[src/hdl/branch_pkg.sv]
/*
 * constants for the branch execution block: opcodes, t-state counts per
 * machine cycle, field widths and reset values.
 * assumes a single-clock core where one CLK edge is one t-state.
 */
package branch_pkg;
    localparam int ADDR_W = 16;
    localparam int DATA_W = 8;
    // flag register bit positions tested by the conditional jumps
    localparam int CARRY_BIT = 0;
    localparam int ZERO_BIT = 6;
    // opcodes
    localparam logic [7:0] OP_JR_CARRY = 8'h38;
    localparam logic [7:0] OP_JR_NO_CARRY = 8'h30;
    localparam logic [7:0] OP_JR_ZERO = 8'h28;
    localparam logic [7:0] OP_JR_NOT_ZERO = 8'h20;
    localparam logic [7:0] OP_JUMP_POINTER = 8'hE9;
    localparam logic [7:0] OP_PREFIX_FIRST = 8'hDD;
    localparam logic [7:0] OP_PREFIX_SECOND = 8'hFD;
    localparam logic [7:0] OP_LOOP_BRANCH = 8'h10;
    // t-state lengths of machine cycles (cycle counter runs 0..len-1)
    localparam logic [2:0] T_LEN_FETCH = 3'h4;
    localparam logic [2:0] T_LEN_LOOP_FETCH = 3'h5;
    localparam logic [2:0] T_LEN_READ = 3'h3;
    localparam logic [2:0] T_LEN_ADD = 3'h5;
    localparam logic [2:0] T_ONE = 3'h1;
    localparam logic [2:0] T_ZERO = 3'h0;
    localparam logic [15:0] PC_RESET = 16'h0000;
    localparam logic [15:0] PC_STEP = 16'h0001;
    localparam logic [7:0] COUNT_STEP = 8'h01;
    localparam logic [7:0] BYTE_ZERO = 8'h00;
    localparam logic [7:0] SIGN_FILL = 8'hFF;
    typedef enum logic [1:0] {
        COND_CARRY,
        COND_NO_CARRY,
        COND_ZERO,
        COND_NOT_ZERO
    } cond_type;
endpackage

[src/hdl/branch_jump_execution.sv]
/*
 * executes the conditional relative jumps, the register-indirect jumps and
 * the decrement-loop branch. one CLK edge is one t-state.
 * assumes program memory answers combinationally on MEM_DATA for the
 * address on MEM_ADDR during read cycles, and that register values and
 * flags are supplied by the surrounding core and held steady while BUSY.
 */
// Functional notes
// - 38h: relative jump when carry set
// - 30h: relative jump when carry clear
// - 28h: relative jump when zero set
// - 20h: relative jump when zero clear
// - signed displacement added after pc passes both bytes
// - taken relative jump: 4,3,5 t-states
// - untaken relative jump: 4,3 t-states
// - E9h loads pc from pointer pair, 4 t-states
// - DDh E9h loads pc from first index, 4,4
// - FDh E9h loads pc from second index, 4,4
// - 10h decrements counter, branches if nonzero: 5,3,5
// - counter zero: fall through after 5,3
`timescale 1ns/1ns
module branch_jump_execution (
    input wire logic CLK, // 10 MHz core clock
    input wire logic RST_N, // async reset, active low
    input wire logic START, // pulse: begin an instruction fetch at PC
    input wire logic [7:0] MEM_DATA, // byte read from program memory
    input wire logic [7:0] FLAGS_IN, // flag register from the core
    input wire logic [15:0] POINTER_PAIR, // pointer pair value
    input wire logic [15:0] INDEX_REG_FIRST, // first index register
    input wire logic [15:0] INDEX_REG_SECOND, // second index register
    input wire logic [7:0] LOOP_COUNT_IN, // loop counter value
    output logic [15:0] MEM_ADDR, // program memory address
    output logic MEM_RD, // memory read strobe, high during fetch cycles
    output logic [15:0] PC_OUT, // program counter
    output logic [7:0] LOOP_COUNT_OUT, // loop counter after decrement
    output logic LOOP_COUNT_WE, // pulse: write LOOP_COUNT_OUT back
    output logic [7:0] FLAGS_OUT, // flag register, passed through unchanged
    output logic BRANCH_TAKEN, // pulse: instruction ended with a branch
    output logic UNKNOWN_OP, // pulse: opcode not handled here
    output logic BUSY, // instruction in progress
    output logic DONE // pulse: instruction finished
);
    // one state per machine cycle; the index form reuses fetch timing for its second byte
    typedef enum {
        S_IDLE,
        S_FETCH,
        S_PREFIX,
        S_DISP,
        S_ADD
    } state_type;

    // registered state and the next values the sequencer computes for it
    state_type state_q, state_d;
    logic [15:0] pc_q, pc_d;
    logic [15:0] addr_q, addr_d;
    logic [7:0] opcode_q, opcode_d;
    logic [7:0] disp_q, disp_d;
    logic [7:0] prefix_q, prefix_d;
    logic [7:0] count_q, count_d;
    logic count_we_q, count_we_d;
    logic [7:0] flags_q;
    logic taken_q, taken_d;
    logic unknown_q, unknown_d;
    logic busy_q, busy_d;
    logic done_q, done_d;
    logic rd_q, rd_d;
    logic [2:0] len_q, len_d;
    logic mc_start;
    logic mc_last;

    // decode of the fetched opcode
    wire is_relative = (MEM_DATA == branch_pkg::OP_JR_CARRY) || (MEM_DATA == branch_pkg::OP_JR_NO_CARRY) ||
                       (MEM_DATA == branch_pkg::OP_JR_ZERO) || (MEM_DATA == branch_pkg::OP_JR_NOT_ZERO);
    wire is_loop = (MEM_DATA == branch_pkg::OP_LOOP_BRANCH);
    wire is_pointer_jump = (MEM_DATA == branch_pkg::OP_JUMP_POINTER);
    wire is_prefix = (MEM_DATA == branch_pkg::OP_PREFIX_FIRST) || (MEM_DATA == branch_pkg::OP_PREFIX_SECOND);
    // flags come straight from the core, which holds them while busy
    wire carry = FLAGS_IN[branch_pkg::CARRY_BIT];
    wire zero = FLAGS_IN[branch_pkg::ZERO_BIT];

    // condition test per opcode
    wire cond_carry = (opcode_q == branch_pkg::OP_JR_CARRY) && carry;
    wire cond_no_carry = (opcode_q == branch_pkg::OP_JR_NO_CARRY) && !carry;
    wire cond_zero = (opcode_q == branch_pkg::OP_JR_ZERO) && zero;
    wire cond_not_zero = (opcode_q == branch_pkg::OP_JR_NOT_ZERO) && !zero;
    // loop test looks at the value after decrement, as the counter will hold it
    wire [7:0] count_dec = count_q - branch_pkg::COUNT_STEP;
    wire cond_loop = (opcode_q == branch_pkg::OP_LOOP_BRANCH) && (count_dec != branch_pkg::BYTE_ZERO);
    wire cond_met = cond_carry || cond_no_carry || cond_zero || cond_not_zero || cond_loop;

    // pc already past both bytes; sign-extend and add
    wire [15:0] disp_ext = {(disp_q[7] ? branch_pkg::SIGN_FILL : branch_pkg::BYTE_ZERO), disp_q};
    wire [15:0] pc_target = pc_q + disp_ext;
    wire [15:0] index_target = (prefix_q == branch_pkg::OP_PREFIX_FIRST) ? INDEX_REG_FIRST : INDEX_REG_SECOND;

    // counter is parked at zero while idle, so every instruction starts on t-state 0
    assign mc_start = (state_q == S_IDLE);

    // one shared counter times every machine cycle; only its last flag is used
    tstate_counter u_tstate (
        .clk(CLK),
        .rst_n(RST_N),
        .start(mc_start),
        .len(len_q),
        .last(mc_last)
    );

    // sequencer: one machine cycle per state, advanced on its last t-state
    always_comb begin
        state_d = state_q;
        pc_d = pc_q;
        addr_d = addr_q;
        opcode_d = opcode_q;
        disp_d = disp_q;
        prefix_d = prefix_q;
        count_d = count_q;
        count_we_d = 1'b0;
        taken_d = 1'b0;
        unknown_d = 1'b0;
        done_d = 1'b0;
        busy_d = busy_q;
        rd_d = rd_q;
        len_d = len_q;
        case (state_q)
            S_IDLE: begin
                if (START) begin
                    state_d = S_FETCH;
                    addr_d = pc_q;
                    rd_d = 1'b1;
                    busy_d = 1'b1;
                    // a prefix left from the previous instruction must not steer this one
                    prefix_d = branch_pkg::BYTE_ZERO;
                    len_d = branch_pkg::T_LEN_FETCH;
                end
            end
            S_FETCH, S_PREFIX: begin
                // loop opcode stretches its fetch to five t-states
                if (state_q == S_FETCH && is_loop && len_q == branch_pkg::T_LEN_FETCH) begin
                    len_d = branch_pkg::T_LEN_LOOP_FETCH;
                end
                if (mc_last) begin
                    opcode_d = MEM_DATA;
                    pc_d = pc_q + branch_pkg::PC_STEP;
                    addr_d = pc_q + branch_pkg::PC_STEP;
                    len_d = branch_pkg::T_LEN_FETCH;
                    if (state_q == S_FETCH && is_prefix) begin
                        prefix_d = MEM_DATA;
                        state_d = S_PREFIX;
                    end else if (state_q == S_FETCH && is_pointer_jump) begin
                        pc_d = POINTER_PAIR;
                        state_d = S_IDLE;
                    end else if (state_q == S_PREFIX && is_pointer_jump) begin
                        pc_d = index_target;
                        state_d = S_IDLE;
                    end else if (state_q == S_FETCH && (is_relative || is_loop)) begin
                        count_d = LOOP_COUNT_IN;
                        len_d = branch_pkg::T_LEN_READ;
                        state_d = S_DISP;
                    end else begin
                        unknown_d = 1'b1;
                        state_d = S_IDLE;
                    end
                    // register-indirect jumps and foreign opcodes finish with this fetch
                    if (state_d == S_IDLE) begin
                        taken_d = !unknown_d;
                        busy_d = 1'b0;
                        done_d = 1'b1;
                        rd_d = 1'b0;
                    end
                end
            end
            S_DISP: begin
                // displacement is read whatever the condition
                if (mc_last) begin
                    disp_d = MEM_DATA;
                    pc_d = pc_q + branch_pkg::PC_STEP;
                    rd_d = 1'b0;
                    if (opcode_q == branch_pkg::OP_LOOP_BRANCH) begin
                        count_d = count_dec;
                        count_we_d = 1'b1;
                    end
                    if (cond_met) begin
                        len_d = branch_pkg::T_LEN_ADD;
                        state_d = S_ADD;
                    end else begin
                        // untaken: pc already points past both bytes
                        state_d = S_IDLE;
                        busy_d = 1'b0;
                        done_d = 1'b1;
                    end
                end
            end
            S_ADD: begin
                // pc already points past the displacement byte
                if (mc_last) begin
                    pc_d = pc_target;
                    taken_d = 1'b1;
                    state_d = S_IDLE;
                    busy_d = 1'b0;
                    done_d = 1'b1;
                end
            end
            default: begin
                // unreachable; return to idle rather than hang the core
                state_d = S_IDLE;
                busy_d = 1'b0;
                rd_d = 1'b0;
            end
        endcase
    end

    // sequencer state and the length of the running machine cycle
    always_ff @(posedge CLK or negedge RST_N) begin
        if (!RST_N) begin
            state_q <= S_IDLE;
            len_q <= branch_pkg::T_LEN_FETCH;
        end else begin
            state_q <= state_d;
            len_q <= len_d;
        end
    end

    // program counter and fetch address
    always_ff @(posedge CLK or negedge RST_N) begin
        if (!RST_N) begin
            pc_q <= branch_pkg::PC_RESET;
            addr_q <= branch_pkg::PC_RESET;
        end else begin
            pc_q <= pc_d;
            addr_q <= addr_d;
        end
    end

    // bytes held from the instruction stream; the prefix picks the index register
    always_ff @(posedge CLK or negedge RST_N) begin
        if (!RST_N) begin
            opcode_q <= branch_pkg::BYTE_ZERO;
            disp_q <= branch_pkg::BYTE_ZERO;
            prefix_q <= branch_pkg::BYTE_ZERO;
        end else begin
            opcode_q <= opcode_d;
            disp_q <= disp_d;
            prefix_q <= prefix_d;
        end
    end

    // loop counter copy and its one-cycle write-back strobe
    always_ff @(posedge CLK or negedge RST_N) begin
        if (!RST_N) begin
            count_q <= branch_pkg::BYTE_ZERO;
            count_we_q <= 1'b0;
        end else begin
            count_q <= count_d;
            count_we_q <= count_we_d;
        end
    end

    // end-of-instruction pulses, each high for one cycle
    always_ff @(posedge CLK or negedge RST_N) begin
        if (!RST_N) begin
            taken_q <= 1'b0;
            unknown_q <= 1'b0;
            done_q <= 1'b0;
        end else begin
            taken_q <= taken_d;
            unknown_q <= unknown_d;
            done_q <= done_d;
        end
    end

    // busy level and read strobe; plain levels so the core can watch them
    always_ff @(posedge CLK or negedge RST_N) begin
        if (!RST_N) begin
            busy_q <= 1'b0;
            rd_q <= 1'b0;
        end else begin
            busy_q <= busy_d;
            rd_q <= rd_d;
        end
    end

    // flags are only sampled, never rewritten; the decrement leaves them alone
    always_ff @(posedge CLK or negedge RST_N) begin
        if (!RST_N) begin
            flags_q <= branch_pkg::BYTE_ZERO;
        end else begin
            flags_q <= FLAGS_IN;
        end
    end

    // outputs come straight from registers, so the core never sees decode glitches
    assign MEM_ADDR = addr_q;
    assign MEM_RD = rd_q;
    assign PC_OUT = pc_q;
    assign LOOP_COUNT_OUT = count_q;
    assign LOOP_COUNT_WE = count_we_q;
    assign FLAGS_OUT = flags_q;
    assign BRANCH_TAKEN = taken_q;
    assign UNKNOWN_OP = unknown_q;
    assign BUSY = busy_q;
    assign DONE = done_q;
endmodule

[src/hdl/tstate_counter.sv]
/*
 * counts t-states inside one machine cycle and flags the last one.
 * assumes len is held steady for the whole machine cycle and is at least 1.
 */
`timescale 1ns/1ns
module tstate_counter (
    input wire logic clk, // core clock
    input wire logic rst_n, // async reset, active low
    input wire logic start, // restart counting at t-state 0
    input wire logic [2:0] len, // length of the current machine cycle
    output logic last // high on the final t-state
);
    logic [2:0] count_q;
    logic [2:0] count_d;

    // last t-state once count reaches len-1
    assign last = (count_q == (len - branch_pkg::T_ONE));
    assign count_d = (start || last) ? branch_pkg::T_ZERO : count_q + branch_pkg::T_ONE;

    // counter state
    always_ff @(posedge clk or negedge rst_n) begin
        if (!rst_n) begin
            count_q <= branch_pkg::T_ZERO;
        end else begin
            count_q <= count_d;
        end
    end
endmodule

[config.mk]
export PLATFORM = sky130hd
export DESIGN_NAME = branch_jump_execution
export DESIGN_NICKNAME = d
export VERILOG_FILES = /design/src/hdl/branch_pkg.sv /design/src/hdl/branch_jump_execution.sv /design/src/hdl/tstate_counter.sv
export SDC_FILE = /design/constraint.sdc
export NUM_CORES = 1
export LEC_CHECK = 0
export BUFFER_PORTS_ARGS = -buffer_cell sky130_fd_sc_hd__buf_2
export CORE_MARGIN = 5
export CORE_UTILIZATION = 57
export CTS_BUF_LIST = sky130_fd_sc_hd__clkbuf_8
export CTS_CLUSTER_DIAMETER = 150
export DETAILED_ROUTE_END_ITERATION = 10
export PLACE_DENSITY = 0.83
export SYNTH_ARGS = -nofsm -noshare
export SYNTH_HDL_FRONTEND = slang
export SYNTH_SLANG_ARGS = --single-unit
[constraint.sdc]
create_clock -name CLK -period 3.1 [get_ports CLK]
set_input_delay 0.31 -clock CLK [delete_from_list [all_inputs] [get_ports CLK]]
set_output_delay 0.31 -clock CLK [all_outputs]
set_load 0.01 [all_outputs]
## Word-level counts from Yosys, hierarchy flattened

Index checks and enable logic that the tools add are counted.

| operators by class | value |
|---|---|
| add/subtract/negate cells | 5 |
| multipliers | 0 |
| shifts and indexed selects | 0 |
| eq/ne operators | 36 |
| reduce and logical (&&, ||, !) cells | 43 |
| div/mod/pow operators | 0 |
| magnitude comparators | 0 |
| multiplexer cells | 74 |
| bitwise operators | 1 |

Operators with widths:

| operator | count |
|---|---|
| $mux 32 | 6 |
| $mux 16 | 8 |
| $pmux 32 s4 | 1 |
| $eq 32x2->1 const B | 3 |
| $logic_not 32->1 | 3 |
| $mux 8 | 11 |
| $eq 32x3->1 const B | 2 |
| $eq 8x6->1 const B | 8 |
| $pmux 16 s3 | 1 |
| $mux 3 | 11 |
| $eq 32x1->1 const B | 1 |
| $eq 8x8->1 const B | 4 |
| $pmux 16 s2 | 1 |
| $pmux 8 s2 | 2 |
| $mux 1 | 24 |
| $ne 2x2->1 const B | 10 |
| $add 16x1->16 const B | 1 |
| $add 16x16->16 | 1 |
| $eq 8x5->1 const B | 2 |
| $reduce_and 4->1 | 3 |
| $logic_and 1x1->1 | 11 |
| $logic_or 1x1->1 | 10 |
| $reduce_and 5->1 | 2 |
| $pmux 3 s3 | 1 |
| other kinds (21) | 32 |

| storage, ports and cells | value |
|---|---|
| memory bits (writable) | 0 |
| output and inout bits | 54 |
| word-level logic and storage cells | 175 |
| memory bits (read-only) | 0 |
| bits in latches | 0 |
| memories kept | 0 |
| register bits | 116 |

## Depth between registers and ports, before layout

Gate-level depths: netlist of the first run.

| logic depth | value |
|---|---|
| word-level depth | 16 |
| gate-level depth with buffers | 11 |

## Cells and area by module

A second synthesis of the first run with hierarchy kept.

| second synthesis, totals | value |
|---|---|
| cells, all modules | 675 |
| area total of the unflattened synthesis | 5931.9 µm² |

Modules (own cells, without submodules):

| module | cells an instance | seq. area each (µm²) | area an instance (µm²) | times used |
|---|---|---|---|---|
| branch_jump_execution | 656 | 2103.3 | 5708.0 | 1 |
| tstate_counter | 19 | 75.1 | 224.0 | 1 |

## Least setup slack after synthesis of the first run

OpenSTA, ideal clock, no wires.

| timing path | value |
|---|---|
| kind | register to register |
| start | reg pc_q[0] (netlist: PC_OUT[0]) |
| end | reg pc_q[10] (netlist: PC_OUT[10]) |
| clock period less this slack | 2.552 ns |
| stages on the path, launching flop included | 11 |
| setup slack | 0.548 ns |
| arrival time | 2.426 ns |
| buffers on the path | 0 |
| path through | dfrtp_1 > ha_1 > fa_1 > a21o_1 > a211oi_1 > o21ai_0 > o21ai_0 > nor2_1 > a2111o_1 > nand3_1 > a31oi_1 |

| on the way | value |
|---|---|
| word-level cells in the longest chain between the ends | 6 |
| elaborated cells between the ends (all ways) | 9 |
| classes of those cells | add/sub (2); mux (7) |

RTL lines:

| what | RTL line | source |
|---|---|---|
| start: declaration | branch_jump_execution.sv:54 | `logic [15:0] pc_q, pc_d;` |
| start signal: assignment | branch_jump_execution.sv:226 | `pc_q <= branch_pkg::PC_RESET;` |
| start signal: assignment | branch_jump_execution.sv:229 | `pc_q <= pc_d;` |
| $add 16x1->16 | branch_jump_execution.sv:143, branch_jump_execution.sv:176 |  |
| $mux 16 | branch_jump_execution.sv:152 | `end else if (state_q == S_PREFIX && is_pointer_jump) begin` |
| $mux 16 | branch_jump_execution.sv:149 | `end else if (state_q == S_FETCH && is_pointer_jump) begin` |
| $mux 16 | branch_jump_execution.sv:146 | `if (state_q == S_FETCH && is_prefix) begin` |
| $mux 16 | branch_jump_execution.sv:141 | `if (mc_last) begin` |
| $pmux 16 s3 * | branch_jump_execution.sv:124 | `case (state_q)` |

Mark *: on every way between the ends. The rest lies on a longest branch, timed or not. The select of a mux whose other input is x is not followed.
A chain may end at the register's enable or synchronous reset.

## Worst setup path after layout of the first run

| timing path | value |
|---|---|
| start | reg pc_q[0] (netlist: PC_OUT[0]) |
| end | reg pc_q[14] (netlist: PC_OUT[14]) |

The elaborated chain is that of the path after synthesis.

==> results.yml, run 1 <==
run_status:
  outcome: "completed"
grt:
  grt_max_degree: 88
  track_usage: 0.276
  antenna_found_initial: 0
  overflow: 0
  grt_pass1_vias: 5650
  grt_pass1_wl_microns: 27800
min_path:
  whs_path_depth: 1
  worstHoldPathType: "input port to flop"
  hp-start: "FLAGS_IN[5]"
setup_path:
  start_kind: "flop"
  arrival_ns: 3.07
  worstPathCellList: "ha_1, fa_1, a21o_1, a211oi_1, o21ai_0, o21ai_0, o2111ai_1, a31oi_1, xor2_1, o21ai_0"
  r2r.worst_path.cells: 10
  critPathSlowestCell: "dfrtp_1"
  crit_buf_inv: 0
  crit_fanout: 7
  path_common_cell: "o21ai_0"
  crit_start: "PC_OUT[0]$_DFFE_PN0P_"
  worst-path-stages: 10
  worstPathRequired_ns: 3.33
  worst-setup-path-type: "flop to flop"
  critPathMaxStageDelay_ns: 0.46
  cp-end-kind: "flop"
  r2r-start: "PC_OUT[0]$_DFFE_PN0P_"
  crit_family: "compound AO/OA/AOI/OAI gates"
floorplanning:
  die_height_microns: 111
  die-area_sq_mm: 0.0123
  num_rows: 37
  fp.dieW_microns: 111
  ios: 129
  start_util: 0.575
  core_sq_mm: 0.0101
power:
  comb_power_share: 0.558
  internal-power_mw: 3.45
  p_per_area_mw_per_mm2: 920
  seq_power_share: 0.310
  ir_worst_vdd_mv: 0.375
  leakage_nw: 3.08
  fin_total_pwr_mw: 6.25
  switching_share: 0.449
  power.switching_mw: 2.81
  pwr-share-clk: 0.132
cts:
  worst_skew_pair.late_latency_ns: 0.36
  cts_tree: "yes"
  htreeDepth: 3
  root_buffer: "clkbuf_8"
  cts_inserted_buffers: 9
  cts_setup_buffers: 0
  ctsResizeCount: 0
  clkSlewWorstSetupHoldPaths_ns: 0.09
  cts.sinks: 87
  postCtsHoldBufs: 0
  cts_buffer_depth: 2
placement:
  hpwl_microns: 13100
  dpl_cell_area_sq_mm: 0.00659
  place_congestion: 0.948
  numPortBuffers: 128
finish:
  final_common_cell: "buf_2"
  layout-drive-gt1-share: 0.256
  final_util: 0.670
  final_cell_mix: "buf_2, dfrtp_1, nand2_1"
  nNetsFinal: 884
  fillers: 859
  stdcell_area_sq_mm: 0.00680
  syn2layout_area_growth_pct: 16.7
  diodes: 0
sta:
  tns_ns: 0
  setup_viol: 0
  relSlewSlack: 0.246
  min_period_ns: 2.84
  fin_skew_ns: 0.0107
  rsz0062_at_grt: "false"
  fmax_ghz: 0.352
  min_period_over_period: 0.916
  hold_violations: 0
  maxSlewViolCount: 0
  worstMarginPinSlew_ns: 1.13
synth:
  synth-seq-cells: 87
  netlist_area_sq_mm: 0.00583
  syn_inst: 666
  synth_cell_type_count: 74
  synth_fp_nets: 763
  ys.flop_type: "dfrtp_1"
  yosys_warnings: 0
  synth_seq_area_share: 0.374
  synthArstFlopShare: 1.00
  synth_area_per_cell_sq_um: 8.75
  synth-edff-count: 0
detailed_routing:
  num_vias: 5640
  dr.pass1.iters: 5
  drt_iter0_markers: 450
  detail_route.wl_per_cell_microns: 18.5
  via_per_inst: 6.08
  ant_nets: 0
  routed_wl_microns: 17200
  post-route-drc-count: 0
run:
  drv_cap: 0
==> final timing paths <==
path,end,slack (ns)
max,PC_OUT[14]$_DFFE_PN0P_,0.26
min,FLAGS_OUT[5]$_DFF_PN0_,0.05
max reg2reg,PC_OUT[14]$_DFFE_PN0P_,0.26
min reg2reg,prefix_q[2]$_DFFE_PN0P_,0.48
max in group asynchronous,PC_OUT[3]$_DFFE_PN0P_,2.21
min in group asynchronous,PC_OUT[14]$_DFFE_PN0P_,0.10
==> layer usage <==
layer	vias to the layer above	wire, microns	GRT usage	part of all wire
met5	-	0	0	0
met1	2658	6790	0.340	0.39
met3	52	1380	0.0513	0.080
met2	297	8320	0.468	0.48
met4	0	709	0.132	0.041
li1	2633	-	-	-
==> sequential cells by signal, summed over array words and instances (netlist names), 8 cells and up <==
name            flops
FLAGS_OUT           8
LOOP_COUNT_OUT      8
MEM_ADDR           16
PC_OUT             16
disp_q              8
opcode_q            8
prefix_q            8
==> power by group through the flow <==
stage / sequential, mW / clock, mW / combinational, mW
5_1_grt: 2.00 / 0.902 / 3.85
4_1_cts: 1.93 / 0.840 / 3.46
6_report: 1.94 / 0.826 / 3.49
2_1_floorplan: 1.92 / 0 / 2.40
3_5_place_dp: 1.95 / 0 / 3.44
3_3_place_gp: 1.93 / 0 / 3.34
==> cells in the mapped netlist, drive strengths merged (3+ instances only) <==
cell type | instances | share of area
nor3 | 15 | 0.015
a211oi | 7 | 0.0099
o211ai | 7 | 0.0099
clkbuf | 23 | 0.017
nand4 | 6 | 0.0075
a31oi | 13 | 0.014
and2 | 6 | 0.0064
mux2i | 18 | 0.031
xnor2 | 26 | 0.039
xor2 | 20 | 0.030
or3 | 5 | 0.0054
or4 | 3 | 0.0047
nand2b | 3 | 0.0045
and3 | 10 | 0.011
a21oi | 48 | 0.041
o21ai | 64 | 0.056
nor2 | 69 | 0.047
nand2 | 71 | 0.046
o22ai | 8 | 0.0086
o21bai | 7 | 0.0090
a21o | 11 | 0.014
nand3 | 18 | 0.015
ha | 21 | 0.045
dfrtp | 86 | 0.37
inv | 14 | 0.0090
buf | 17 | 0.020
a22oi | 13 | 0.017
nor2b | 3 | 0.0032
mux2 | 19 | 0.037
==> metrics by stage <==
stage | hold WS [ns] | worst slack, ns | cells
floorplan | 0.0144 | 0.548 | 666
global placement | 0.420 | 0.397 | 912
detailed placement | 0.420 | 0.324 | 912
CTS | 0.0371 | 0.286 | 928
global route | 0.0395 | 0.0691 | 928
finish | 0.0515 | 0.261 | 928
==> worst register-to-register path, cell delays in order, from the launching register on <==
cell       delay (ns)
dfrtp_1          0.46
ha_1             0.27
fa_1             0.42
a21o_1           0.20
a211oi_1         0.32
o21ai_0          0.14
o21ai_0          0.22
o2111ai_1        0.19
a31oi_1          0.22
xor2_1           0.18
o21ai_0          0.10
==> logic make-up after synthesis <==
logic type / synth area share
multiplexers: 0.0677
flip-flops: 0.374
AO/OA/AOI/OAI: 0.208
buffers and inverters: 0.0464
adder cells (fa/ha/maj): 0.0485
AND/OR/NAND/NOR: 0.187
XOR/XNOR: 0.0692
==> area by class of cell <==
cell class                      instances  area (sq um)  share of cell area
Sequential cell                        87          2180               0.321
Clock inverter                          5          55.1             0.00810
Tap cell                              136           170              0.0250
Multi-Input combinational cell        525          3380               0.497
Timing Repair Buffer                  150           808               0.119
Inverter                               14          52.6             0.00773
Clock buffer                           11           151              0.0223
Power figures use the tool's default switching activity.
==> inputs of run 2 (changes only) <==
--- a/config.mk
+++ b/config.mk
@@ -7,11 +7,12 @@
 export LEC_CHECK = 0
 export BUFFER_PORTS_ARGS = -buffer_cell sky130_fd_sc_hd__buf_2
 export CORE_MARGIN = 5
-export CORE_UTILIZATION = 57
+export CORE_UTILIZATION = 50
 export CTS_BUF_LIST = sky130_fd_sc_hd__clkbuf_8
 export CTS_CLUSTER_DIAMETER = 150
 export DETAILED_ROUTE_END_ITERATION = 10
-export PLACE_DENSITY = 0.83
+export PLACE_DENSITY = 0.74
+export SLEW_MARGIN = 5
 export SYNTH_ARGS = -nofsm -noshare
 export SYNTH_HDL_FRONTEND = slang
 export SYNTH_SLANG_ARGS = --single-unit
==> constraint.sdc (replaced) <==
create_clock -name CLK -period 3.6 [get_ports CLK]
set_input_delay 0.36 -clock CLK [delete_from_list [all_inputs] [get_ports CLK]]
set_output_delay 0.36 -clock CLK [all_outputs]
set_load 0.01 [all_outputs]
==> run 2 against run 1 <==
  * Combinational power is 18% lower
  * Non-clock buffer count down 11
  * Via count shrank 4.5%
  * Final area fell by 1.2%
  * Final cell count is 0.43% lower
  * Routed wire length down 1.3%
  * Global-route usage fell by 3.4 points
  * Worst setup slack better by 0.49 ns
  * Register-to-register slack better by 0.49 ns
  * Critical path depth fell by 3
  * Clock skew increased by 0.0055 ns
  * Count of clock-buffer cells in the layout is 2 lower
  * Largest cell class unchanged
==> results.yml, run 2 (synthesis results as in run 1) <==
setup_path:
  critPathSlowestCell: "a211oi_2"
  arrival_ns: 3.12
  crit_fanout: 18
  critPathMaxStageDelay_ns: 0.76
  cp-end-kind: "flop"
  worstPathCellList: "nor2_1, a22oi_1, a211oi_2, and4_1, o22ai_1, o211ai_1, o21ai_0"
  start_kind: "flop"
  worstPathRequired_ns: 3.87
  worst-setup-path-type: "flop to flop"
sta:
  min_period_over_period: 0.791
  worstMarginPinSlew_ns: 1.00
  rsz0062_at_grt: "false"
  hold_violations: 0
  maxSlewViolCount: 0
  relSlewSlack: 0.333
  fmax_ghz: 0.351
  hold_ws_ns: 0.0680
  min_period_ns: 2.85
  setup_viol: 0
  fin_skew_ns: 0.0162
  tns_ns: 0
placement:
  place_congestion: 0.943
  dpl_cell_area_sq_mm: 0.00652
  place_inst: 908
  hpwl_microns: 12800
  numPortBuffers: 128
detailed_routing:
  dr.pass1.iters: 5
  num_vias: 5384
  via_per_inst: 5.83
  post-route-drc-count: 0
  detail_route.wl_per_cell_microns: 18.4
  drt_iter0_markers: 459
  ant_nets: 0
  routed_wl_microns: 17000
finish:
  final_common_cell: "buf_2"
  diodes: 0
  syn2layout_area_growth_pct: 15.2
  fin_cells: 924
  fillers: 1064
  final_util: 0.588
  regArea_sq_mm: 0.00218
  layout-drive-gt1-share: 0.247
  stdcell_area_sq_mm: 0.00671
  nNetsFinal: 873
  final_cell_mix: "buf_2, dfrtp_1, nand2_1"
  multiInputGateArea_sq_mm: 0.00338
power:
  seq_power_share: 0.325
  leakage_nw: 3.01
  comb_power_share: 0.543
  ir_worst_vdd_mv: 0.520
  switching_share: 0.462
  p_per_area_mw_per_mm2: 782
  pwr-share-clk: 0.132
  power.switching_mw: 2.43
  internal-power_mw: 2.82
floorplanning:
  start_util: 0.510
  core_sq_mm: 0.0114
  die-area_sq_mm: 0.0139
  die_height_microns: 118
  num_rows: 39
  ios: 129
  fp.dieW_microns: 118
cts:
  cts_setup_buffers: 0
  clkSlewWorstSetupHoldPaths_ns: 0.11
  ctsResizeCount: 0
  worst_skew_pair.late_latency_ns: 0.39
  cts_inserted_buffers: 9
  cts.sinks: 87
  cts_tree: "yes"
  postCtsHoldBufs: 0
  htreeDepth: 3
  cts_buffer_depth: 2
  root_buffer: "clkbuf_8"
grt:
  overflow: 0
  grt_pass1_wl_microns: 27400
  antenna_found_initial: 0
  grt_pass1_vias: 5416
  track_usage: 0.243
  grt_max_degree: 78
run_status:
  outcome: "completed"
min_path:
  worstHoldPathType: "input port to flop"
run:
  drv_cap: 0
## run 2: cell types whose count changed in the layout (fill, tap and decap cells not counted), sizes merged
cell / change
clkbuf: -2
inv: +3
bufinv: -1
buf: -11
## run 2: per-layer routing
metal	wire length (microns)	GRT usage	part of all wire
met1	6870	0.304	0.40
met2	8340	0.410	0.49
met3	1330	0.0610	0.078
met4	444	0.0767	0.026
met5	0	0	0
## run 2: path summary, 6_finish.rpt
path,from,endpoint,slack [ns],cells past startpoint
min in group asynchronous,RST_N,PC_OUT[2]$_DFFE_PN0P_,0.09,1
worst max-delay path,state_q[0]$_DFFE_PN0P_,PC_OUT[14]$_DFFE_PN0P_,0.75,7
max in group asynchronous,RST_N,MEM_ADDR[9]$_DFFE_PN0P_,2.74,2
worst min register to register,prefix_q[0]$_DFFE_PN0P_,prefix_q[0]$_DFFE_PN0P_,0.49,1
worst max register to register,state_q[0]$_DFFE_PN0P_,PC_OUT[14]$_DFFE_PN0P_,0.75,7
worst min-delay path,FLAGS_IN[4],FLAGS_OUT[4]$_DFF_PN0_,0.07,1
## run 2: worst max-delay path: cells and delay by family (launching register included)
family	cells	cell delay, ns
AOI/OAI and AO/OA	5	1.39
and+or+nand+nor	2	0.75
DFF	1	0.60
## run 2: per-stage QoR
| stage | setup WS, ns | total power, mW |
|---|---|---|
| 6_report | 0.753 | 5.25 |
| 5_1_grt | 0.515 | 5.66 |
| 4_1_cts | 0.765 | 5.25 |
| 3_5_place_dp | 0.828 | 4.54 |
| 3_3_place_gp | 0.870 | 4.45 |
| 2_1_floorplan | 1.05 | 3.72 |
## run 2: cell type report
| type | count | area share |
|---|---|---|
| Multi-Input combinational cell | 525 | 0.504 |
| Sequential cell | 87 | 0.325 |
| Timing Repair Buffer | 139 | 0.108 |
| Tap cell | 143 | 0.0267 |
| Clock buffer | 9 | 0.0185 |
| Clock inverter | 7 | 0.0108 |
| Inverter | 14 | 0.00783 |
## run 2: power groups by stage
stage / logic (mW) / clock network (mW) / registers, mW
after floorplan: 2.06 / 0 / 1.66
after global placement: 2.75 / 0 / 1.70
after detailed placement: 2.82 / 0 / 1.72
after CTS: 2.84 / 0.714 / 1.70
after global routing: 3.14 / 0.755 / 1.76
final: 2.85 / 0.694 / 1.71
